File: config.mk
export PLATFORM = sky130hd
export DESIGN_NAME = lsc_ctrl
export DESIGN_NICKNAME = d
export VERILOG_FILES = /design/src/verilog/lsc_pkg.sv /design/src/verilog/lsc_ctrl.sv /design/src/verilog/lsc_freq_meter.sv
export SDC_FILE = /design/constraint.sdc
export NUM_CORES = 1
export LEC_CHECK = 0
export BUFFER_PORTS_ARGS = -buffer_cell sky130_fd_sc_hd__buf_2
export CAP_MARGIN = 25
export CELL_PAD_IN_SITES_DETAIL_PLACEMENT = 1
export CELL_PAD_IN_SITES_GLOBAL_PLACEMENT = 2
export CORE_MARGIN = 2
export CORE_UTILIZATION = 36
export CTS_BUF_LIST = sky130_fd_sc_hd__clkbuf_4 sky130_fd_sc_hd__clkbuf_8
export DETAILED_ROUTE_END_ITERATION = 12
export PLACE_DENSITY = 0.87
export SLEW_MARGIN = 20
export SYNTH_ARGS = -nofsm -noshare
export SYNTH_HDL_FRONTEND = slang
export SYNTH_HIERARCHICAL = 1
export SYNTH_SLANG_ARGS = --single-unit
File: constraint.sdc
create_clock -name mclk -period 5.2 [get_ports mclk]
set_input_delay 0.78 -clock mclk [delete_from_list [all_inputs] [get_ports mclk]]
set_output_delay 0.78 -clock mclk [all_outputs]
set_load 0.01 [all_outputs]
File: src/verilog/lsc_pkg.sv
// lsc_pkg: register indices, field positions, reset values and timing
// figures of the lightning sensor configuration controller.
// assumes a 50 MHz system clock; byte address is four times the index.
package lsc_pkg;
   localparam int          CLK_HZ        = 50_000_000;
   localparam int          NUM_MAP       = 11;
   // register indices
   localparam logic [3:0]  IDX_PWR_FE    = 4'h0;
   localparam logic [3:0]  IDX_NOISE_WD  = 4'h1;
   localparam logic [3:0]  IDX_STRK_SPK  = 4'h2;
   localparam logic [3:0]  IDX_INT_CAUSE = 4'h3;
   localparam logic [3:0]  IDX_TUNE      = 4'h8;
   localparam logic [3:0]  IDX_LAST_MAP  = 4'hA;
   localparam logic [3:0]  IDX_CAL_STAT  = 4'hC;
   localparam logic [3:0]  IDX_TRIM      = 4'hD;
   // field positions
   localparam int          POS_PWR_DOWN  = 0;
   localparam int          POS_FE_LSB    = 1;
   localparam int          POS_NF_LSB    = 4;
   localparam int          POS_WD_LSB    = 0;
   localparam int          POS_SPK_LSB   = 0;
   localparam int          POS_MINS_LSB  = 4;
   localparam int          POS_DIST_MASK = 5;
   localparam int          POS_ANT_START = 7;
   localparam int          POS_RC_START  = 6;
   localparam int          POS_CAP_LSB   = 0;
   // interrupt cause codes
   localparam logic [3:0]  CAUSE_NOISE   = 4'h1;
   localparam logic [3:0]  CAUSE_DIST    = 4'h4;
   localparam logic [3:0]  CAUSE_LIGHT   = 4'h8;
   // reset image of the map
   localparam logic [7:0]  RST_MAP [0:10] = '{
      8'h10, 8'h21, 8'hC2, 8'h00, 8'h00, 8'h00,
      8'h00, 8'h3F, 8'h00, 8'hAD, 8'h00};
   // oscillator targets
   localparam longint      ANT_HZ        = 500_000;
   localparam longint      TMR_HZ        = 1_100_000;
   localparam longint      SYS_HZ        = 32_000;
   // measurement windows and strike window
   localparam longint      WIN_FAST_US   = 100;
   localparam longint      WIN_SLOW_US   = 1000;
   localparam longint      STRIKE_WIN_MIN = 15;
   localparam longint      WIN_FAST_CYC  = WIN_FAST_US * CLK_HZ / 1_000_000;
   localparam longint      WIN_SLOW_CYC  = WIN_SLOW_US * CLK_HZ / 1_000_000;
   localparam longint      STRIKE_WIN_CYC = STRIKE_WIN_MIN * 60 * CLK_HZ;
   // axi responses
   localparam logic [1:0]  RESP_OKAY     = 2'h0;
   localparam logic [1:0]  RESP_SLVERR   = 2'h2;

   typedef enum logic [1:0] {
      LSC_CAL_IDLE,
      LSC_CAL_ANT,
      LSC_CAL_TMR,
      LSC_CAL_SYS
   } lsc_cal_t;
endpackage : lsc_pkg

File: src/verilog/lsc_ctrl.sv
// lsc_ctrl: configuration, event gating and oscillator calibration of a
// lightning detector, with its register map on an AXI4-Lite slave.
// assumes event inputs come from detection logic on mclk; oscillator
// pins are asynchronous and are synchronised inside the meter.
//
// Chosen here: the AXI4-Lite interface to the registers.
`timescale 1ns/100ps
module lsc_ctrl #(
   parameter longint WIN_FAST    = lsc_pkg::WIN_FAST_CYC,
   parameter longint WIN_SLOW    = lsc_pkg::WIN_SLOW_CYC,
   parameter longint STRIKE_WIN  = lsc_pkg::STRIKE_WIN_CYC
) (
   // clock, reset, enable
   input  wire logic        mclk,
   input  wire logic        rst,
   input  wire logic        ce,
   // axi4-lite write address and data
   input  wire logic [7:0]  s_axi_awaddr,
   input  wire logic        s_axi_awvalid,
   output logic             s_axi_awready,
   input  wire logic [31:0] s_axi_wdata,
   input  wire logic [3:0]  s_axi_wstrb,
   input  wire logic        s_axi_wvalid,
   output logic             s_axi_wready,
   // axi4-lite write response
   output logic [1:0]       s_axi_bresp,
   output logic             s_axi_bvalid,
   input  wire logic        s_axi_bready,
   // axi4-lite read
   input  wire logic [7:0]  s_axi_araddr,
   input  wire logic        s_axi_arvalid,
   output logic             s_axi_arready,
   output logic [31:0]      s_axi_rdata,
   output logic [1:0]       s_axi_rresp,
   output logic             s_axi_rvalid,
   input  wire logic        s_axi_rready,
   // detection events
   input  wire logic [2:0]  noise_meas,
   input  wire logic        disturber_evt,
   input  wire logic        strike_evt,
   // oscillator pins
   input  wire logic        antenna_lc_osc,
   input  wire logic        timer_rc_osc,
   input  wire logic        system_rc_osc,
   // controls to the analog side
   output logic             powered_down,
   output logic [4:0]       front_end_amplifier,
   output logic [3:0]       watchdog_threshold,
   output logic [3:0]       spike_rejection_level,
   output logic [3:0]       antenna_tune_cap,
   output logic [3:0]       timer_rc_trim,
   output logic [3:0]       system_rc_trim,
   output logic             irq
);
   import lsc_pkg::*;

   localparam int WIN_W = 24;
   localparam int CNT_W = 16;
   localparam int SW_W  = 40;

   if (WIN_FAST < 2 || WIN_SLOW < 2 ||
       WIN_SLOW >= (64'd1 << WIN_W)) begin : g_bad_win
      $error("lsc_ctrl: window lengths out of range");
   end
   if (STRIKE_WIN < 2 || STRIKE_WIN >= (64'd1 << SW_W)) begin : g_bad_sw
      $error("lsc_ctrl: strike window out of range");
   end

   localparam logic [CNT_W-1:0] TGT_ANT =
      CNT_W'(ANT_HZ * WIN_FAST / CLK_HZ);
   localparam logic [CNT_W-1:0] TGT_TMR =
      CNT_W'(TMR_HZ * WIN_FAST / CLK_HZ);
   localparam logic [CNT_W-1:0] TGT_SYS =
      CNT_W'(SYS_HZ * WIN_SLOW / CLK_HZ);

   // strikes needed before a lightning interrupt
   function automatic logic [4:0] min_strikes(input logic [1:0] sel);
      case (sel)
         2'h0:    min_strikes = 5'd1;
         2'h1:    min_strikes = 5'd5;
         2'h2:    min_strikes = 5'd9;
         default: min_strikes = 5'd16;
      endcase
   endfunction : min_strikes

   // whether the word index of a byte address is a map entry
   function automatic logic map_hit(input logic [7:0] addr);
      logic [5:0] idx;
      idx = addr[7:2];
      map_hit = (idx <= 6'(IDX_LAST_MAP)) || idx == 6'(IDX_CAL_STAT) ||
                idx == 6'(IDX_TRIM);
   endfunction : map_hit

   logic [7:0]       map_ff [0:NUM_MAP-1];
   logic [7:0]       aw_addr_ff;
   logic             aw_have_ff;
   logic [31:0]      w_data_ff;
   logic             w_strb0_ff;
   logic             w_have_ff;
   logic             bvalid_ff;
   logic [1:0]       bresp_ff;
   logic             rvalid_ff;
   logic [31:0]      rdata_ff;
   logic [1:0]       rresp_ff;
   logic [3:0]       cause_ff;
   logic             noise_hi_ff;
   logic [4:0]       strike_cnt_ff;
   logic [SW_W-1:0]  strike_tmr_ff;
   lsc_cal_t         cal_st_ff;
   logic [1:0]       bit_ff;
   logic             meas_wait_ff;
   logic             ant_done_ff;
   logic             rc_done_ff;
   logic [3:0]       tmr_trim_ff;
   logic [3:0]       sys_trim_ff;
   logic             meas_start_ff;

   logic             wr_fire;
   logic [3:0]       wr_idx;
   logic             rd_fire;
   logic [3:0]       rd_idx;
   logic             pd;
   logic             ant_go;
   logic             rc_go;
   logic             noise_hi;
   logic             strike_ok;
   logic [3:0]       cause_set;
   logic             cause_clr;
   logic             osc_sel_pin;
   logic [WIN_W-1:0] meas_win;
   logic [CNT_W-1:0] meas_cnt;
   logic             meas_done;
   logic [3:0]       trial;
   logic             keep_bit;
   logic [3:0]       cap_wr_val;
   logic             cap_wr;

   assign pd     = map_ff[IDX_PWR_FE][POS_PWR_DOWN];
   assign wr_idx = aw_addr_ff[5:2];
   assign wr_fire = aw_have_ff && w_have_ff && !bvalid_ff;
   assign rd_idx = s_axi_araddr[5:2];
   assign rd_fire = s_axi_arvalid && !rvalid_ff;

   // handshake outputs
   assign s_axi_awready = !aw_have_ff && !bvalid_ff;
   assign s_axi_wready  = !w_have_ff && !bvalid_ff;
   assign s_axi_arready = !rvalid_ff;
   assign s_axi_bvalid  = bvalid_ff;
   assign s_axi_bresp   = bresp_ff;
   assign s_axi_rvalid  = rvalid_ff;
   assign s_axi_rdata   = rdata_ff;
   assign s_axi_rresp   = rresp_ff;

   // write channel capture, either order
   always_ff @(posedge mclk or posedge rst) begin
      if (rst) begin
         aw_addr_ff <= 8'h00;
         aw_have_ff <= 1'b0;
         w_data_ff  <= 32'h0;
         w_strb0_ff <= 1'b0;
         w_have_ff  <= 1'b0;
         bvalid_ff  <= 1'b0;
         bresp_ff   <= RESP_OKAY;
      end else if (ce) begin
         if (s_axi_awvalid && s_axi_awready) begin
            aw_addr_ff <= s_axi_awaddr;
            aw_have_ff <= 1'b1;
         end
         if (s_axi_wvalid && s_axi_wready) begin
            w_data_ff  <= s_axi_wdata;
            w_strb0_ff <= s_axi_wstrb[0];
            w_have_ff  <= 1'b1;
         end
         if (wr_fire) begin
            aw_have_ff <= 1'b0;
            w_have_ff  <= 1'b0;
            bvalid_ff  <= 1'b1;
            bresp_ff   <= map_hit(aw_addr_ff) ? RESP_OKAY : RESP_SLVERR;
         end else if (bvalid_ff && s_axi_bready) begin
            bvalid_ff <= 1'b0;
         end
      end
   end

   always_ff @(posedge mclk or posedge rst) begin
      if (rst) begin
         for (int i = 0; i < NUM_MAP; i++)
            map_ff[i] <= RST_MAP[i];
      end else if (ce) begin
         if (wr_fire && w_strb0_ff && wr_idx <= IDX_LAST_MAP)
            map_ff[wr_idx] <= w_data_ff[7:0];
         // calibration result lands in tune field
         if (cap_wr)
            map_ff[IDX_TUNE][POS_CAP_LSB +: 4] <= cap_wr_val;
      end
   end

   assign ant_go = wr_fire && w_strb0_ff && wr_idx == IDX_TUNE &&
                   w_data_ff[POS_ANT_START];
   assign rc_go  = wr_fire && w_strb0_ff && wr_idx == IDX_TUNE &&
                   w_data_ff[POS_RC_START];

   // read path; status read clears the cause
   always_ff @(posedge mclk or posedge rst) begin
      if (rst) begin
         rvalid_ff <= 1'b0;
         rdata_ff  <= 32'h0;
         rresp_ff  <= RESP_OKAY;
      end else if (ce) begin
         if (rd_fire) begin
            rvalid_ff <= 1'b1;
            rresp_ff  <= map_hit(s_axi_araddr) ? RESP_OKAY : RESP_SLVERR;
            rdata_ff  <= 32'h0;
            if (map_hit(s_axi_araddr)) begin
               if (rd_idx == IDX_INT_CAUSE)
                  rdata_ff[7:0] <= {map_ff[IDX_INT_CAUSE][7:4], cause_ff};
               else if (rd_idx == IDX_CAL_STAT)
                  rdata_ff[7:0] <= {5'h00, cal_st_ff != LSC_CAL_IDLE,
                                    rc_done_ff, ant_done_ff};
               else if (rd_idx == IDX_TRIM)
                  rdata_ff[7:0] <= {sys_trim_ff, tmr_trim_ff};
               else
                  rdata_ff[7:0] <= map_ff[rd_idx];
            end
         end else if (rvalid_ff && s_axi_rready) begin
            rvalid_ff <= 1'b0;
         end
      end
   end

   assign noise_hi = noise_meas > map_ff[IDX_NOISE_WD][POS_NF_LSB +: 3];
   assign strike_ok = (strike_cnt_ff + 5'd1) >=
                      min_strikes(map_ff[IDX_STRK_SPK][POS_MINS_LSB +: 2]);

   always_comb begin
      cause_set = 4'h0;
      if (!pd) begin
         if (noise_hi && !noise_hi_ff)
            cause_set = cause_set | CAUSE_NOISE;
         if (disturber_evt && !map_ff[IDX_INT_CAUSE][POS_DIST_MASK])
            cause_set = cause_set | CAUSE_DIST;
         if (strike_evt && strike_ok)
            cause_set = cause_set | CAUSE_LIGHT;
      end
   end

   assign cause_clr = rd_fire && rd_idx == IDX_INT_CAUSE;

   // cause held until read, set beats clear
   always_ff @(posedge mclk or posedge rst) begin
      if (rst) begin
         cause_ff    <= 4'h0;
         noise_hi_ff <= 1'b0;
      end else if (ce) begin
         noise_hi_ff <= noise_hi && !pd;
         cause_ff    <= (cause_clr ? 4'h0 : cause_ff) | cause_set;
      end
   end

   // strikes counted inside the rolling window
   // window restarts at first strike, a cheap stand-in for sliding
   always_ff @(posedge mclk or posedge rst) begin
      if (rst) begin
         strike_cnt_ff <= 5'd0;
         strike_tmr_ff <= '0;
      end else if (ce) begin
         if (pd) begin
            strike_cnt_ff <= 5'd0;
            strike_tmr_ff <= '0;
         end else begin
            if (strike_cnt_ff != 5'd0)
               strike_tmr_ff <= strike_tmr_ff + 1'b1;
            if (strike_cnt_ff != 5'd0 &&
                strike_tmr_ff >= SW_W'(STRIKE_WIN - 1)) begin
               strike_cnt_ff <= strike_evt ? 5'd1 : 5'd0;
               strike_tmr_ff <= '0;
            end else if (strike_evt && strike_cnt_ff != 5'd16) begin
               strike_cnt_ff <= strike_cnt_ff + 5'd1;
            end
         end
      end
   end

   // calibration: four-step successive approximation per oscillator
   always_comb begin
      osc_sel_pin = antenna_lc_osc;
      meas_win    = WIN_W'(WIN_FAST);
      trial       = 4'h0;
      case (cal_st_ff)
         LSC_CAL_ANT: trial = map_ff[IDX_TUNE][POS_CAP_LSB +: 4];
         LSC_CAL_TMR: begin
            osc_sel_pin = timer_rc_osc;
            trial       = tmr_trim_ff;
         end
         LSC_CAL_SYS: begin
            osc_sel_pin = system_rc_osc;
            meas_win    = WIN_W'(WIN_SLOW);
            trial       = sys_trim_ff;
         end
         default: trial = 4'h0;
      endcase
   end

   always_comb begin
      case (cal_st_ff)
         // more capacitance lowers antenna frequency
         LSC_CAL_ANT: keep_bit = meas_cnt >= TGT_ANT;
         LSC_CAL_TMR: keep_bit = meas_cnt <= TGT_TMR;
         LSC_CAL_SYS: keep_bit = meas_cnt <= TGT_SYS;
         default:     keep_bit = 1'b0;
      endcase
   end

   assign cap_wr     = (ant_go && !pd) ||
                       (cal_st_ff == LSC_CAL_ANT && meas_done && !pd);
   assign cap_wr_val = ant_go ? 4'h8 :
                       (keep_bit ? trial : trial & ~(4'h1 << bit_ff)) |
                       (bit_ff != 2'd0 ? 4'h1 << (bit_ff - 2'd1) : 4'h0);

   always_ff @(posedge mclk or posedge rst) begin
      if (rst) begin
         cal_st_ff     <= LSC_CAL_IDLE;
         bit_ff        <= 2'd3;
         meas_wait_ff  <= 1'b0;
         meas_start_ff <= 1'b0;
         ant_done_ff   <= 1'b0;
         rc_done_ff    <= 1'b0;
         tmr_trim_ff   <= 4'h8;
         sys_trim_ff   <= 4'h8;
      end else if (ce) begin
         meas_start_ff <= 1'b0;
         if (pd) begin
            cal_st_ff    <= LSC_CAL_IDLE;
            meas_wait_ff <= 1'b0;
            ant_done_ff  <= 1'b0;
            rc_done_ff   <= 1'b0;
         end else begin
            case (cal_st_ff)
               LSC_CAL_IDLE: begin
                  bit_ff <= 2'd3;
                  if (ant_go) begin
                     cal_st_ff     <= LSC_CAL_ANT;
                     ant_done_ff   <= 1'b0;
                     rc_done_ff    <= 1'b0;
                     meas_start_ff <= 1'b1;
                     meas_wait_ff  <= 1'b1;
                  // rc trim only with a tuned antenna
                  end else if (rc_go && ant_done_ff) begin
                     cal_st_ff     <= LSC_CAL_TMR;
                     rc_done_ff    <= 1'b0;
                     tmr_trim_ff   <= 4'h8;
                     sys_trim_ff   <= 4'h8;
                     meas_start_ff <= 1'b1;
                     meas_wait_ff  <= 1'b1;
                  end
               end
               LSC_CAL_ANT, LSC_CAL_TMR, LSC_CAL_SYS: begin
                  if (meas_done && meas_wait_ff) begin
                     if (cal_st_ff == LSC_CAL_TMR)
                        tmr_trim_ff <= cap_wr_val;
                     if (cal_st_ff == LSC_CAL_SYS)
                        sys_trim_ff <= cap_wr_val;
                     if (bit_ff != 2'd0) begin
                        bit_ff        <= bit_ff - 2'd1;
                        meas_start_ff <= 1'b1;
                     end else begin
                        bit_ff <= 2'd3;
                        if (cal_st_ff == LSC_CAL_ANT) begin
                           cal_st_ff    <= LSC_CAL_IDLE;
                           ant_done_ff  <= 1'b1;
                           meas_wait_ff <= 1'b0;
                        end else if (cal_st_ff == LSC_CAL_TMR) begin
                           cal_st_ff     <= LSC_CAL_SYS;
                           meas_start_ff <= 1'b1;
                        end else begin
                           cal_st_ff    <= LSC_CAL_IDLE;
                           rc_done_ff   <= 1'b1;
                           meas_wait_ff <= 1'b0;
                        end
                     end
                  end
               end
               default: cal_st_ff <= LSC_CAL_IDLE;
            endcase
         end
      end
   end

   lsc_freq_meter #(
      .CNT_W    (CNT_W),
      .WIN_W    (WIN_W)
   ) u_meter (
      .mclk     (mclk),
      .rst      (rst),
      .ce       (ce),
      .osc_pin  (osc_sel_pin),
      .start    (meas_start_ff),
      .win_cyc  (meas_win),
      .edge_cnt (meas_cnt),
      .done     (meas_done)
   );

   // analog controls follow the map and the rc trim registers, also in power-down
   assign powered_down          = pd;
   assign front_end_amplifier   = map_ff[IDX_PWR_FE][POS_FE_LSB +: 5];
   assign watchdog_threshold    = map_ff[IDX_NOISE_WD][POS_WD_LSB +: 4];
   // spike rejection field, reset value 2
   assign spike_rejection_level = map_ff[IDX_STRK_SPK][POS_SPK_LSB +: 4];
   assign antenna_tune_cap      = map_ff[IDX_TUNE][POS_CAP_LSB +: 4];
   assign timer_rc_trim         = tmr_trim_ff;
   assign system_rc_trim        = sys_trim_ff;
   assign irq                   = cause_ff != 4'h0;
endmodule : lsc_ctrl

File: src/verilog/lsc_freq_meter.sv
// lsc_freq_meter: counts rising edges of an asynchronous oscillator pin
// over a window of system clock cycles.
// assumes the pin runs well below half the system clock.
`timescale 1ns/100ps
module lsc_freq_meter #(
   parameter int CNT_W = 16,
   parameter int WIN_W = 20
) (
   // clock, reset, enable
   input  wire logic             mclk,
   input  wire logic             rst,
   input  wire logic             ce,
   // oscillator pin
   input  wire logic             osc_pin,
   // control
   input  wire logic             start,
   input  wire logic [WIN_W-1:0] win_cyc,
   // result
   output logic      [CNT_W-1:0] edge_cnt,
   output logic                  done
);
   logic             sync1_ff;
   logic             sync2_ff;
   logic             prev_ff;
   logic             busy_ff;
   logic [WIN_W-1:0] win_ff;
   logic [CNT_W-1:0] cnt_ff;
   logic             done_ff;

   always_ff @(posedge mclk or posedge rst) begin
      if (rst) begin
         sync1_ff <= 1'b0;
         sync2_ff <= 1'b0;
         prev_ff  <= 1'b0;
      end else if (ce) begin
         sync1_ff <= osc_pin;
         sync2_ff <= sync1_ff;
         prev_ff  <= sync2_ff;
      end
   end

   always_ff @(posedge mclk or posedge rst) begin
      if (rst) begin
         busy_ff <= 1'b0;
         win_ff  <= '0;
         cnt_ff  <= '0;
         done_ff <= 1'b0;
      end else if (ce) begin
         done_ff <= 1'b0;
         if (start) begin
            busy_ff <= 1'b1;
            win_ff  <= win_cyc;
            cnt_ff  <= '0;
         end else if (busy_ff) begin
            if (sync2_ff && !prev_ff && cnt_ff != '1)
               cnt_ff <= cnt_ff + 1'b1;
            if (win_ff <= 1) begin
               busy_ff <= 1'b0;
               done_ff <= 1'b1;
            end else begin
               win_ff <= win_ff - 1'b1;
            end
         end
      end
   end

   assign edge_cnt = cnt_ff;
   assign done     = done_ff;
endmodule : lsc_freq_meter

==> impl_metrics.csv <==
group,metric,value,unit
power,intPower,4.17,mW
worst_setup_path,reg2reg_slack,2.34,ns
power,power_switching,2.33,mW
worst_setup_path,critical_path.top_delay_family,"simple AND/OR/NAND/NOR gates",
global_routing,antenna_found_initial,0,
final_layout,syn_to_final_growth,12.2,%
final_layout,n_fill_cell,3885,
clocking,cts_setup_buffers,0,
global_routing,grt_max_degree,52,
floorplan,die_y,192,um
hold_path,hold_path_class,"primary input to async pin",
logic_synthesis,async_reset_ff_share,100,%
logic_synthesis,syn_inst,1239,
logic_synthesis,synth_compound_area_share,12.5,%
clocking,htree_levels,2,
power,p_clk_share,28.3,%
worst_setup_path,slowest_stage,"nor2_1",
final_layout,stdcell_area,14200,sq um
logic_synthesis,avgSynthCellArea,10.2,sq um
timing,grt_setup_unrepaired,"no",
worst_setup_path,cp.depth,4,
drt,ant_nets,0,
worst_setup_path,crit_arrival,3.31,ns
global_routing,grt_pass1_vias,10400,
place,hpwl,24600,um
logic_synthesis,yosysMostFrequentCell,"dfrtp_1",
logic_synthesis,synthFlopType,"dfrtp_1",
timing,drv_slew,0,
global_routing,grt_overflow,0,
final_layout,stdcell_count,1794,
clocking,clk_latency,0.58,ns
power,vdd_ir_drop_max,0.000308,V
drt,vias_per_cell,5.55,
run_status,outcome,"finished clean",
final_layout,num_antenna_cells,0,
worst_setup_path,crit_path_end_kind,"flop",
logic_synthesis,yosys.area.top_type,"dfrtp_1",
logic_synthesis,synth_cell_types,95,
clocking,cts.clk_slew.worst_paths,0.06,ns
timing,fin_crit_sh,54.9,%
worst_setup_path,max_stage_delay,0.86,ns
place,dpl_cell_area,13300,sq um
logic_synthesis,synth-xor-area-share,2.91,%
drt,drt-total-wl,35600,um
place,pre_cts_slack,1.82,ns
worst_setup_path,crit_path_start_kind,"flop",
power,power_frac_comb,26.8,%
timing,worst_clock_skew,0.0269,ns
timing,layout_setup_ws,2.34,ns
place,portBuffers,78,
worst_setup_path,rr_startpoint,"s_axi_bvalid$_DFFE_PP0P_",
clocking,cts_buffer_depth,3,
timing,setup_viol,0,
worst_setup_path,r2r-end,"map_ff[69]$_DFFE_PP0P_",
power,pwr-share-seq,44.9,%
global_routing,track_usage,19.9,%
drt,dr_total_vias,9964,
worst_setup_path,critPathLaunch,"s_axi_bvalid$_DFFE_PP0P_",
timing,tightestPinTransition,1.03,ns
floorplan,ios,136,
timing,slew-limit-headroom,31.2,%
drt,drc,0,
clocking,cts_resized,0,
power,p_leak,6.22,nW
drt,wl_per_cell,19.8,um
worst_setup_path,path_buf_inv,0,
floorplan,fp.dieArea,36700,sq um
floorplan,fp.dieW,192,um
logic_synthesis,syn_area,12700,sq um
timing,fin_crit,2.86,ns
run,max_cap_violations,0,
worst_setup_path,path_class,"flop to flop",
drt,drt_iter0_drc,567,
worst_setup_path,cp.required,5.66,ns
clocking,clkSinkCount,227,
timing,fin_setup_tns,0,ns
logic_synthesis,yosysSeqAreaShare,45.1,%
clocking,cts_hold_buf,0,
logic_synthesis,synth_area_leaders,"dfrtp_1, mux2_2, dfstp_2, nor2_1, nand2_1",
logic_synthesis,ys.warnings.count,6,
worst_setup_path,r2r_cells,4,
power,switching_share,35.8,%
floorplan,start_util,36.6,%
power,power.density,457,nW/um^2
worst_setup_path,crit_fanout,10,
global_routing,grt_first_pass_wirelength,57700,um
timing,hold_viol_final,0,
worst_setup_path,cp-endpoint,"map_ff[69]$_DFFE_PP0P_",
logic_synthesis,synth-adder-area-share,2.27,%
clocking,cts_made_buffers,41,
logic_synthesis,synth_top_family_by_area,"simple AND/OR/NAND/NOR gates",
clocking,cts_tree,"yes",
worst_setup_path,crit_chain,"and4b_1 > nand4bb_1 > nor2_1 > mux2_2",
logic_synthesis,synth_top_area_share,40.7,%
logic_synthesis,yosys.area_share.simple,18.9,%
floorplan,core_area,34600,sq um
final_layout,fin_nets,1398,
logic_synthesis,ys_seq_elements,227,
drt,first_pass_iters,4,
clocking,cts.root.buffer_cell,"clkbuf_8",
floorplan,fp-row-count,68,
place,dp_cells,1719,
final_layout,drive_above_1_share,25.8,%
logic_synthesis,synthTopCellsByCount,"dfrtp_1, nor2_1, nand2_1",
logic_synthesis,synth_edf_count,0,
place,finalWeightedCongestion,0.805,
logic_synthesis,muxShareOfSynthArea,12.3,%
timing,max_freq,350,MHz
## layer usage
| layer | global-route usage [%] | vias up | part of all wire [%] |
|---|---|---|---|
| met5 | 0 | - | 0 |
| met4 | 6.51 | 0 | 2.5 |
| met3 | 3.12 | 60 | 3.6 |
| met2 | 32.6 | 184 | 48 |
| met1 | 26.8 | 5136 | 46 |
| li1 | - | 4584 | - |
## stage by stage
stage	total power [mW]	hold slack [ns]	util (%)
finish	6.50	0.363	41.0
global placement	4.55	0.452	38.2
CTS	6.57	0.357	41.0
detailed placement	4.67	0.458	38.4
global route	6.90	0.391	41.0
floorplan	4.06	0.436	-
## layout make-up
class                   instances  area, sq um  share of cell area [%]
repair buffers                 91          528                    3.72
flip-flops and latches        227         5710                    40.2
clock inverters                 5         46.3                   0.326
inverters                      36          139                   0.978
multi-input cells             910         6350                    44.7
clock buffers                  70          857                    6.04
well taps                     455          569                    4.01
## cells in the final DEF (no fill, tap or decap), drive strengths merged, types with 9 or more instances in the layout
master,count
dfrtp,206
nor2,137
nand2,100
mux2,99
buf,91
clkbuf,70
nand3,54
a21oi,53
o21ai,51
conb,43
inv,36
or4,25
nor4,25
xnor2,24
ha,23
dfstp,21
nor3,20
xor2,18
o211ai,17
mux4,15
nand4,15
a31oi,13
mux2i,10
a211oi,10
o311ai,10
nor4b,9
## state kept, by name, summed over array words and instances (netlist names), 4 cells and up
signal and count:
timer_rc_trim 4, map_ff 70, s_axi_rdata 8, strike_cnt_ff 5, system_rc_trim 4, spike_rejection_level 4
w_data_ff 8, u_meter/win_ff 24, watchdog_threshold 4, u_meter/edge_cnt 16, aw_addr_ff 6, strike_tmr_ff 40
antenna_tune_cap 4, front_end_amplifier 5
## kinds of logic after synthesis
family / count (synthesis)
AOI/OAI and AO/OA: 234
xor gates and xnor gates: 42
adders and majority gates: 23
buffers and inverters: 143
DFF: 227
muxes: 124
other: 2
and+or+nand+nor: 444
## worst min path at each step
stage	slack, ns	cells after the start	to
4_1_cts	0.36	2	u_meter/win_ff[15]$_DFFE_PP0P_
6_report	0.36	2	u_meter/win_ff[20]$_DFFE_PP0P_
3_3_place_gp	0.45	1	cause_ff[0]$_DFFE_PP0P_
5_1_grt	0.39	2	u_meter/win_ff[20]$_DFFE_PP0P_
3_5_place_dp	0.46	1	cause_ff[0]$_DFFE_PP0P_
2_1_floorplan	0.44	1	cause_ff[0]$_DFFE_PP0P_
## power by group through the flow
stage               logic, mW  registers [mW]  clock network (mW)
floorplan                1.41            2.64                   0
CTS                      1.76            2.91                1.90
global placement         1.67            2.89                   0
finish                   1.74            2.91                1.84
global route             1.93            2.99                1.97
detailed placement       1.74            2.93                   0
Power figures use the tool's default switching activity.
